**src/verilog/slalc_pkg.sv**
```systemverilog
// Register map, strap encodings, indicator functions and timing for the strap latch block.
package slalc_pkg;

   // Register offsets on the plain register port.
   localparam logic [7:0]  IND_SEL_OFS    = 8'h18;
   localparam logic [7:0]  CTRL_OFS       = 8'h1F;
   localparam logic [7:0]  STRAP_STS_OFS  = 8'h6E;
   localparam int          CTRL_SWRST_BIT = 15;
   localparam int          IND_FN_W       = 4;
   localparam logic [15:0] RDATA_IDLE     = 16'h0000;

   // Timing.
   localparam int CLK_PERIOD_NS  = 10;
   localparam int RESET_MIN_NS   = 1000;
   localparam int RESET_MIN_CYC  = (RESET_MIN_NS + CLK_PERIOD_NS - 1) / CLK_PERIOD_NS;
   localparam int SETTLE_CYC     = 2;
   localparam int BLINK_HALF_MS  = 50;
   localparam int BLINK_HALF_CYC = BLINK_HALF_MS * 1000000 / CLK_PERIOD_NS;

   // Copper speed codes reported by the datapath.
   localparam logic [1:0] SPD_100  = 2'h1;
   localparam logic [1:0] SPD_1000 = 2'h2;

   typedef enum logic [2:0] {
      MODE_RGMII_CU   = 3'h0,
      MODE_RGMII_1KX  = 3'h1,
      MODE_RGMII_100FX = 3'h2,
      MODE_BRIDGE     = 3'h3,
      MODE_CONV_1G    = 3'h4,
      MODE_CONV_100M  = 3'h5,
      MODE_SGMII_CU   = 3'h6,
      MODE_JTAG       = 3'h7
   } slalc_mode_e;

   typedef enum logic [3:0] {
      FN_LINK       = 4'h0,
      FN_LINK_1G    = 4'h1,
      FN_ACT        = 4'h2,
      FN_ACT_RX     = 4'h3,
      FN_ACT_TX     = 4'h4,
      FN_FIBER_LINK = 4'h5,
      FN_CU_CHECK   = 4'h6,
      FN_OFF        = 4'hF
   } slalc_indfn_e;

   typedef enum logic [1:0] {
      ST_HOLD   = 2'b00,
      ST_SETTLE = 2'b01,
      ST_RUN    = 2'b11
   } slalc_state_e;

   typedef struct packed {
      logic        link_loss;
      logic        port_swap;
      slalc_mode_e mode;
      logic        sel_high;
      logic        sel_low;
      logic        autoneg_disable_strap;
   } slalc_straps_s;

   typedef struct packed {
      logic aneg_en;
      logic auto_mdix;
      logic mdix_forced;
      logic adv_1000;
      logic adv_100;
      logic adv_10;
      logic force_100_fd;
      logic mirror_en;
      logic fiber_aneg_en;
      logic sig_det_en;
      logic rgmii_mac_side;
      logic link_loss_pt_en;
      logic no_downgrade;
      logic strap_invalid;
   } slalc_cfg_s;

   // Default indicator functions, fields 0..2 low to high, top field unused.
   function automatic logic [15:0] ind_default(slalc_mode_e m);
      case (m)
         MODE_RGMII_CU, MODE_SGMII_CU, MODE_BRIDGE:
            ind_default = {FN_OFF, FN_ACT, FN_LINK_1G, FN_LINK};
         MODE_RGMII_1KX, MODE_RGMII_100FX:
            ind_default = {FN_OFF, FN_ACT_RX, FN_ACT_RX, FN_FIBER_LINK};
         MODE_CONV_1G, MODE_CONV_100M:
            ind_default = {FN_OFF, FN_ACT, FN_FIBER_LINK, FN_CU_CHECK};
         default:
            ind_default = {FN_OFF, FN_OFF, FN_OFF, FN_OFF};
      endcase
   endfunction : ind_default

endpackage : slalc_pkg

```
**src/verilog/slalc_top.sv**
```systemverilog
// Strap latch, configuration decode and indicator driver with its register port.
//
// Functional notes
// - Copper straps 110 force 100 Mb/s full duplex, straight pairs.
// - Copper straps 111 force 100 Mb/s full duplex crossed; 011, 100, 101 invalid.
// - Fiber modes: low select 1 enables signal detect input, 0 disables it.
// - Bridge mode, port-swap 0: SGMII faces MAC, RGMII is PHY side.
// - Bridge mode, port-swap 1: RGMII faces MAC, SGMII is PHY side.
// - 100M converter, selects 00: copper autoneg advertising 100/10, auto crossover.
// - 100M converter, selects 11: copper autoneg advertising 100 only, auto crossover.
// - Converters: link-loss strap 0 enables pass-through, 1 disables it.
// - 1000M converter, selects 00: copper autoneg advertising 1000/100, auto crossover.
// - 1000M converter, selects 11: copper autoneg advertising 1000 only.
// - 1000M converter never falls back to 100 Mb/s; link fails instead.
// - Three indicators, defaults from mode strap, selectable by register 18h.
// - Each indicator polarity follows the level its strap sampled at reset.
// - Strap sampled low gives an active-high indicator.
// - Strap sampled high gives an active-low indicator.
// - Bridge with forced speeds: link indicator function is unavailable.
// - Bridge modes: transmit or receive activity refers to the RGMII side.
// - 1000M converter: link indicator shows a 1000 Mb/s copper link only.
// - 100M converter: link indicator shows a 100 Mb/s copper link only.
// - Reset low for at least 1 us restores defaults and re-latches all straps.
// - Global software reset restores register defaults but keeps latched straps.
module slalc_top
   import slalc_pkg::*;
#(
   parameter int BLINK_HALF = BLINK_HALF_CYC
) (
   // Clock and reset
   input  wire logic        i_clk,
   input  wire logic        i_resetn,
   // Strap pins
   input  wire logic [2:0]  i_ind_pad,
   input  wire logic [2:0]  i_function_mode_strap,
   input  wire logic        i_port_swap_strap,
   input  wire logic        i_link_loss_strap,
   // Indicator drivers
   output logic [2:0]       o_ind_out,
   output logic [2:0]       o_ind_oe_n,
   // Link status from the datapath
   input  wire logic        i_copper_link,
   input  wire logic [1:0]  i_copper_speed,
   input  wire logic        i_copper_full_dup,
   input  wire logic        i_fiber_link,
   input  wire logic        i_sgmii_link,
   input  wire logic [1:0]  i_sgmii_speed,
   input  wire logic        i_speed_forced,
   input  wire logic        i_rgmii_tx_act,
   input  wire logic        i_rgmii_rx_act,
   input  wire logic        i_media_tx_act,
   input  wire logic        i_media_rx_act,
   // Register port
   input  wire logic [7:0]  i_addr,
   input  wire logic [15:0] i_wdata,
   input  wire logic        i_wr,
   input  wire logic        i_rd,
   output logic [15:0]      o_rdata,
   // Latched configuration
   output slalc_cfg_s       o_cfg,
   output logic             o_straps_valid
);

   localparam int BW = $clog2(BLINK_HALF + 1);
   localparam logic [1:0] SETTLE_LAST = 2'(SETTLE_CYC - 1);
   localparam logic [BW-1:0] BLINK_LAST = BW'(BLINK_HALF - 1);

   logic          rst_m_q;
   logic          rst_n_q;
   logic [7:0]    pad_m_q;
   logic [7:0]    pad_s_q;
   slalc_state_e  state_q;
   slalc_state_e  state_d;
   logic [1:0]    cnt_q;
   slalc_straps_s straps_q;
   logic [2:0]    pol_q;
   logic [15:0]   ind_sel_q;
   slalc_cfg_s    cfg_q;
   slalc_cfg_s    cfg_d;
   logic          valid_q;
   logic [15:0]   rdata_q;
   logic [2:0]    ind_out_q;
   logic [2:0]    oe_n_q;
   logic [BW-1:0] blink_cnt_q;
   logic          blink_q;
   logic [15:0]   fn_src;
   logic [2:0]    ind_act;

   // Reset release through two flops; assertion stays asynchronous.
   always_ff @(posedge i_clk or negedge i_resetn) begin
      if (!i_resetn) begin
         rst_m_q <= 1'b0;
         rst_n_q <= 1'b0;
      end else begin
         rst_m_q <= 1'b1;
         rst_n_q <= rst_m_q;
      end
   end

   // Strap pins are asynchronous to the clock and pass two flops.
   always_ff @(posedge i_clk or negedge rst_n_q) begin
      if (!rst_n_q) begin
         pad_m_q <= 8'h00;
         pad_s_q <= 8'h00;
      end else begin
         pad_m_q <= {i_link_loss_strap, i_port_swap_strap, i_function_mode_strap, i_ind_pad};
         pad_s_q <= pad_m_q;
      end
   end

   // Straps are sampled only while the indicator drivers are off, so the pads
   // show the resistor level and not our own drive.
   wire settle_done = (state_q == ST_SETTLE) && (cnt_q == SETTLE_LAST);
   wire run         = (state_q == ST_RUN);

   always_comb begin
      case (state_q)
         ST_HOLD:   state_d = ST_SETTLE;
         ST_SETTLE: state_d = settle_done ? ST_RUN : ST_SETTLE;
         ST_RUN:    state_d = ST_RUN;
         default:   state_d = ST_HOLD;
      endcase
   end

   // A hardware reset returns to hold and forces a fresh latch.
   always_ff @(posedge i_clk or negedge rst_n_q) begin
      if (!rst_n_q) begin
         state_q <= ST_HOLD;
         cnt_q   <= 2'b00;
      end else begin
         state_q <= state_d;
         cnt_q   <= (state_q == ST_SETTLE) ? cnt_q + 2'b01 : 2'b00;
      end
   end

   always_ff @(posedge i_clk or negedge rst_n_q) begin
      if (!rst_n_q) begin
         straps_q <= '0;
         pol_q    <= 3'b000;
      end else if (settle_done) begin
         straps_q <= pad_s_q;
         pol_q    <= pad_s_q[2:0];
      end
   end

   wire slalc_mode_e mode     = straps_q.mode;
   wire [1:0]        sel2     = {straps_q.sel_high, straps_q.sel_low};
   wire [2:0]        cu_code  = {straps_q.autoneg_disable_strap, sel2};
   wire              is_cu    = (mode == MODE_RGMII_CU) || (mode == MODE_SGMII_CU);
   wire              is_fx    = (mode == MODE_RGMII_1KX) || (mode == MODE_RGMII_100FX);
   wire              is_conv  = (mode == MODE_CONV_1G) || (mode == MODE_CONV_100M);
   wire              is_brg   = (mode == MODE_BRIDGE);
   wire              fiber_gig = (mode == MODE_RGMII_1KX) || (mode == MODE_CONV_1G);

   always_comb begin
      cfg_d = '0;
      if (is_cu) begin
         case (cu_code)
            3'b000: {cfg_d.aneg_en, cfg_d.auto_mdix, cfg_d.adv_1000, cfg_d.adv_100,
                     cfg_d.adv_10} = 5'h1F;
            3'b001: {cfg_d.aneg_en, cfg_d.auto_mdix, cfg_d.adv_1000, cfg_d.adv_100} = 4'hF;
            3'b010: {cfg_d.aneg_en, cfg_d.auto_mdix, cfg_d.adv_100, cfg_d.adv_10} = 4'hF;
            3'b110: cfg_d.force_100_fd = 1'b1;
            3'b111: {cfg_d.force_100_fd, cfg_d.mdix_forced} = 2'b11;
            default: cfg_d.strap_invalid = 1'b1;
         endcase
      end
      if (is_cu || is_conv) begin
         cfg_d.mirror_en = straps_q.port_swap;
      end
      if (fiber_gig) begin
         cfg_d.fiber_aneg_en = !straps_q.autoneg_disable_strap;
      end
      if (is_fx) begin
         cfg_d.sig_det_en = straps_q.sel_low;
      end
      if (is_brg) begin
         cfg_d.rgmii_mac_side = straps_q.port_swap;
      end
      if (is_conv) begin
         cfg_d.link_loss_pt_en = !straps_q.link_loss;
         cfg_d.aneg_en   = 1'b1;
         cfg_d.auto_mdix = 1'b1;
         cfg_d.no_downgrade = (mode == MODE_CONV_1G);
         case ({mode == MODE_CONV_1G, sel2})
            3'b000: {cfg_d.adv_100, cfg_d.adv_10} = 2'b11;
            3'b011: cfg_d.adv_100 = 1'b1;
            3'b100: {cfg_d.adv_1000, cfg_d.adv_100} = 2'b11;
            3'b111: cfg_d.adv_1000 = 1'b1;
            default: cfg_d.strap_invalid = 1'b1;
         endcase
      end
   end

   // Register port decode.
   wire swrst    = i_wr && (i_addr == CTRL_OFS) && i_wdata[CTRL_SWRST_BIT];
   wire wr_sel   = i_wr && (i_addr == IND_SEL_OFS);
   wire [15:0] sts = {6'h00, valid_q, cfg_q.strap_invalid, straps_q};
   wire [15:0] rd_mux = (i_addr == IND_SEL_OFS)   ? ind_sel_q :
                        (i_addr == STRAP_STS_OFS) ? sts : RDATA_IDLE;

   // Software reset reloads the mode default but leaves the latched straps alone.
   always_ff @(posedge i_clk or negedge rst_n_q) begin
      if (!rst_n_q) begin
         ind_sel_q <= ind_default(MODE_JTAG);
      end else if (settle_done) begin
         ind_sel_q <= ind_default(slalc_mode_e'(pad_s_q[5:3]));
      end else if (swrst) begin
         ind_sel_q <= ind_default(mode);
      end else if (wr_sel) begin
         ind_sel_q <= i_wdata;
      end
   end

   always_ff @(posedge i_clk or negedge rst_n_q) begin
      if (!rst_n_q) begin
         cfg_q   <= '0;
         valid_q <= 1'b0;
         rdata_q <= RDATA_IDLE;
      end else begin
         cfg_q   <= run ? cfg_d : '0;
         valid_q <= run;
         rdata_q <= i_rd ? rd_mux : RDATA_IDLE;
      end
   end

   // Blink for a copper link at the wrong speed or duplex in the converters.
   always_ff @(posedge i_clk or negedge rst_n_q) begin
      if (!rst_n_q) begin
         blink_cnt_q <= '0;
         blink_q     <= 1'b0;
      end else begin
         blink_cnt_q <= (blink_cnt_q == BLINK_LAST) ? '0 : blink_cnt_q + 1'b1;
         blink_q     <= (blink_cnt_q == BLINK_LAST) ? !blink_q : blink_q;
      end
   end

   // Converter link only counts at the converter's own copper speed.
   wire [1:0] conv_spd = (mode == MODE_CONV_1G) ? SPD_1000 : SPD_100;
   wire cu_at_spd = i_copper_link && (i_copper_speed == conv_spd);
   wire link_gone = is_brg && i_speed_forced;
   wire link_any  = is_brg  ? i_sgmii_link :
                    is_fx   ? i_fiber_link :
                    is_conv ? cu_at_spd : i_copper_link;
   wire link_1g   = is_brg ? (i_sgmii_link && (i_sgmii_speed == SPD_1000)) :
                             (i_copper_link && (i_copper_speed == SPD_1000));
   wire tx_act    = is_brg ? i_rgmii_tx_act : i_media_tx_act;
   wire rx_act    = is_brg ? i_rgmii_rx_act : i_media_rx_act;
   wire cu_check  = i_copper_link && ((cu_at_spd && i_copper_full_dup) || blink_q);

   always_comb begin
      fn_src                = 16'h0000;
      fn_src[FN_LINK]       = link_any && !link_gone;
      fn_src[FN_LINK_1G]    = link_1g && !link_gone;
      fn_src[FN_ACT]        = tx_act || rx_act;
      fn_src[FN_ACT_RX]     = rx_act;
      fn_src[FN_ACT_TX]     = tx_act;
      fn_src[FN_FIBER_LINK] = i_fiber_link;
      fn_src[FN_CU_CHECK]   = cu_check;
   end

   for (genvar gi = 0; gi < 3; gi++) begin : g_ind
      assign ind_act[gi] = fn_src[ind_sel_q[gi*IND_FN_W +: IND_FN_W]];
   end

   // A high strap inverts the driver so the lamp sits against the pull-up.
   always_ff @(posedge i_clk or negedge rst_n_q) begin
      if (!rst_n_q) begin
         ind_out_q <= 3'b000;
         oe_n_q    <= 3'b111;
      end else begin
         ind_out_q <= run ? (ind_act ^ pol_q) : 3'b000;
         oe_n_q    <= run ? 3'b000 : 3'b111;
      end
   end

   assign o_ind_out      = ind_out_q;
   assign o_ind_oe_n     = oe_n_q;
   assign o_rdata        = rdata_q;
   assign o_cfg          = cfg_q;
   assign o_straps_valid = valid_q;
endmodule : slalc_top

```
**config.mk**
```make
export PLATFORM = sky130hd
export DESIGN_NAME = slalc_top
export DESIGN_NICKNAME = d
export VERILOG_FILES = /design/src/verilog/slalc_pkg.sv /design/src/verilog/slalc_top.sv
export SDC_FILE = /design/constraint.sdc
export NUM_CORES = 1
export LEC_CHECK = 0
export BUFFER_PORTS_ARGS = -buffer_cell sky130_fd_sc_hd__buf_2
export CAP_MARGIN = 40
export CORE_ASPECT_RATIO = 0.6
export CORE_UTILIZATION = 60
export DETAILED_ROUTE_END_ITERATION = 6
export GPL_ROUTABILITY_DRIVEN = 0
export GPL_TIMING_DRIVEN = 0
export PLACE_DENSITY = 0.85
export SLEW_MARGIN = 20
export SYNTH_ARGS = -nofsm -noshare
export SYNTH_HDL_FRONTEND = slang
export SYNTH_SLANG_ARGS = --single-unit
```
**constraint.sdc**
```tcl
create_clock -name i_clk -period 4.5 [get_ports i_clk]
set_input_delay 0.45 -clock i_clk [delete_from_list [all_inputs] [get_ports i_clk]]
set_output_delay 0.45 -clock i_clk [all_outputs]
set_load 0.05 [all_outputs]
```
==> results.yml <==
run:
  cap_violations: 0
placement:
  hpwl_um: 7960
  dpl_worst_slack_ns: 2.38
  dp.cells: 635
  portBuffers: 85
timing:
  setup-violations-final: 0
  rsz0062_at_grt: "no"
  fin_ws_ns: 2.27
  max_freq_mhz: 448
  drv_slew: 0
  finalHoldViolCount: 0
  min_period_ns: 2.23
  worstMarginPinSlew_ns: 0.840
  post-route-period-util: 0.496
  slew_headroom: 0.438
  finClkSkew_ns: 0.00682
  fin_setup_tns_ns: 0
clock_tree:
  cts_resized: 0
  htree_levels: 3
  clockBufferDepth: 2
  cts_made_buffers: 9
  clk_latency_ns: 0.35
  clock_sinks: 104
  cts_tree: "done"
  cts_root_buf: "clkbuf_16"
  clk_pin_slew_worst_paths_ns: 0.06
synthesis:
  yosys.area.top_type: "dfrtp_1"
  ys_types: 58
  synthesis.instances: 445
  yosysTopAreaCellShare: 0.468
  yosysMostFrequentCell: "dfrtp_1"
  syn_area_per_cell_um2: 10.5
  ys_top_cells_by_count: "dfrtp_1, nand2_1, nor2_1"
  ys.flop_type: "dfrtp_1"
  syn-num-nets: 501
  synthArstFlopShare: 1.00
  synth_edf_count: 0
  synth-seq-cells: 104
  synth-seq-area-share: 0.564
  ys_warn_count: 0
  synth_area_um2: 4660
  synth.area.top_cells: "dfrtp_1, dfstp_2, nand2_1"
detailed_routing:
  final_antenna_net_count: 0
  drc: 0
  dr.pass1.iters: 7
  viasPerCell: 5.80
  wire_per_inst_um: 16.9
  vias: 3780
  drtIter0Drc: 327
  wl_um: 11000
setup_path:
  slowest_stage: "o21ai_0"
  critical_path_class: "reg -> reg"
  crit_path_start_kind: "flip-flop"
  cp-end-kind: "flip-flop"
  arrival_ns: 2.47
  crit_required_ns: 4.74
  ff2ff_path_depth: 7
  r2r_end: "o_ind_out[1]"
  ff2ff_setup_slack_ns: 2.27
  crit-reg2reg-launch: "mode[0]"
  cp_slowest_stage_delay_ns: 0.60
  crit_path_cell_trace: "buf_2 -> nand4b_1 -> nand2_1 -> o21ai_0 -> a32oi_1 -> a31o_1 -> a21oi_1"
  worst-path-max-fanout: 10
min_path:
  worstHoldPathCells: 1
  holdCritPathClass: "in -> reg"
  hold_path.startpoint: "i_function_mode_strap[2]"
  hold_end: "pad_m_q[5]"
floorplan:
  start_util: 0.630
  dieHeight_um: 70.2
  ios: 86
  core_area_um2: 7390
  die_area_um2: 8130
  num_rows: 24
  die_w_um: 116
final_layout:
  final_cells: 652
  final-seq-area_um2: 2630
  drive_gt1_frac: 0.243
  syn_to_final_growth_pct: 19.1
  fin_nets: 599
  multiInputGateArea_um2: 1870
  n_fill_cell: 509
  final_util: 0.751
  antenna_cells: 0
grt:
  grt_pass1_wl_um: 17400
  grt_overflow: 0
  track_usage: 0.293
  grt_max_degree: 59
  antenna_found_initial: 0
  grt_pass1_vias: 3487
pwr:
  p_seq_frac: 0.509
  max-vdd-ir-drop_uv: 305
  p_clk_frac: 0.379
  power_mw: 2.02
  p_leak_nw: 2.66
  powerDensity_nw_per_um2: 364
  combinationalPowerShare: 0.112
  p_sw_frac: 0.249
  p_sw_mw: 0.502
  p_int_mw: 1.52
status:
  status: "finished clean"
sequential cells by signal, indices dropped and copies added (netlist names):
name,count
blink_cnt_q,23
blink_q,1
cnt_q,2
cu_code,1
ind_sel_q,16
mode,3
o_cfg,13
o_ind_oe_n,1
o_ind_out,3
o_rdata,16
o_straps_valid,1
pad_m_q,8
pad_s_q,8
pol_q,2
rst_m_q,1
rst_n_q,1
state_q,2
straps_q,2
critical path: cells and delay by family (launching register included):
kind                   cells  cell delay, ns
buffers and inverters      1            0.23
AND/OR/NAND/NOR            2            0.18
AO/OA/AOI/OAI              4            1.25
flip-flops                 1            0.46
routing by layer:
metal	track usage	vias to the layer above	wire [um]
met5	0	-	0
met4	0.0912	0	225
met3	0.0807	29	1040
met2	0.412	206	4730
met1	0.444	1801	5020
li1	-	1744	-
final cells by class:
cell class                      count  share of cell area
Tap cell                          104              0.0235
Buffer                             22              0.0208
Inverter                           12             0.00812
Clock buffer                       14              0.0458
Timing Repair Buffer               87              0.0835
Clock inverter                      2             0.00699
Sequential cell                   104               0.474
Multi-Input combinational cell    307               0.338
what timing repair did:
item                                    4_1_cts  5_1_grt
buffers inserted                              0        0
hold endpoints to repair                      2        0
endpoints found under the setup margin        0        0
hold buffers                                  1        0
cells in the final DEF, fill, tap and decap left out, types with 3 or more instances in the layout:
master     instances
ha_1               7
a22oi_1           10
xnor2_1           14
nor3_1             7
clkbuf_16          9
nor3b_1            4
nand4b_1           3
o21ai_0           11
nor2b_1           14
nor2_1            40
nor4b_1            3
a31oi_1            5
a31o_1             3
inv_1             12
nand3_1           21
and3_1            15
clkbuf_1          14
nor4_1             5
a21oi_1           23
o21a_1             7
a32oi_1            3
o221ai_1           3
dfstp_2           17
nand2b_1           9
dfrtp_1           86
buf_2             90
xor2_1            10
buf_4              3
nand4_1            9
nand2_1           52
cell families (layout without fill, tap and decap cells):
kind of cell | count (synthesis) | in the layout | share of synthesized area
xor+xnor | 24 | 24 | 0.0451
mux | 4 | 4 | 0.0116
simple gates | 194 | 194 | 0.214
fa+ha+maj | 8 | 8 | 0.0210
flops | 104 | 104 | 0.564
compound gates | 76 | 76 | 0.109
buf+inv | 34 | 137 | 0.0344
other cells | 1 | 1 | 0.000805
power by group through the flow:
stage                     clock network [mW]  logic, mW  registers (mW)
after global placement                     0      0.197            1.05
after CTS                              0.778      0.223            1.02
final                                  0.765      0.226            1.03
after detailed placement                   0      0.219            1.04
after global routing                   0.815      0.243            1.03
after floorplan                            0      0.101            1.08
worst max-delay path by stage:
stage | startpoint | to | slack, ns | depth (start not counted)
2_1_floorplan | rst_n_q | blink_cnt_q[0] | 1.42 | 0
3_3_place_gp | rst_n_q | blink_cnt_q[22] | 0.51 | 0
3_5_place_dp | i_addr[6] | ind_sel_q[11] | 2.38 | 7
4_1_cts | mode[0] | o_ind_out[1] | 2.42 | 7
5_1_grt | mode[0] | o_ind_out[1] | 2.27 | 7
6_report | mode[0] | o_ind_out[1] | 2.27 | 7
through the flow:
step	hold WS, ns	area, um^2
after detailed placement	0.235	5240
after global routing	0.193	5550
after CTS	0.198	5550
final	0.206	5550
after floorplan	0.154	4660
after global placement	0.234	5210
Power figures use the tool's default switching activity.
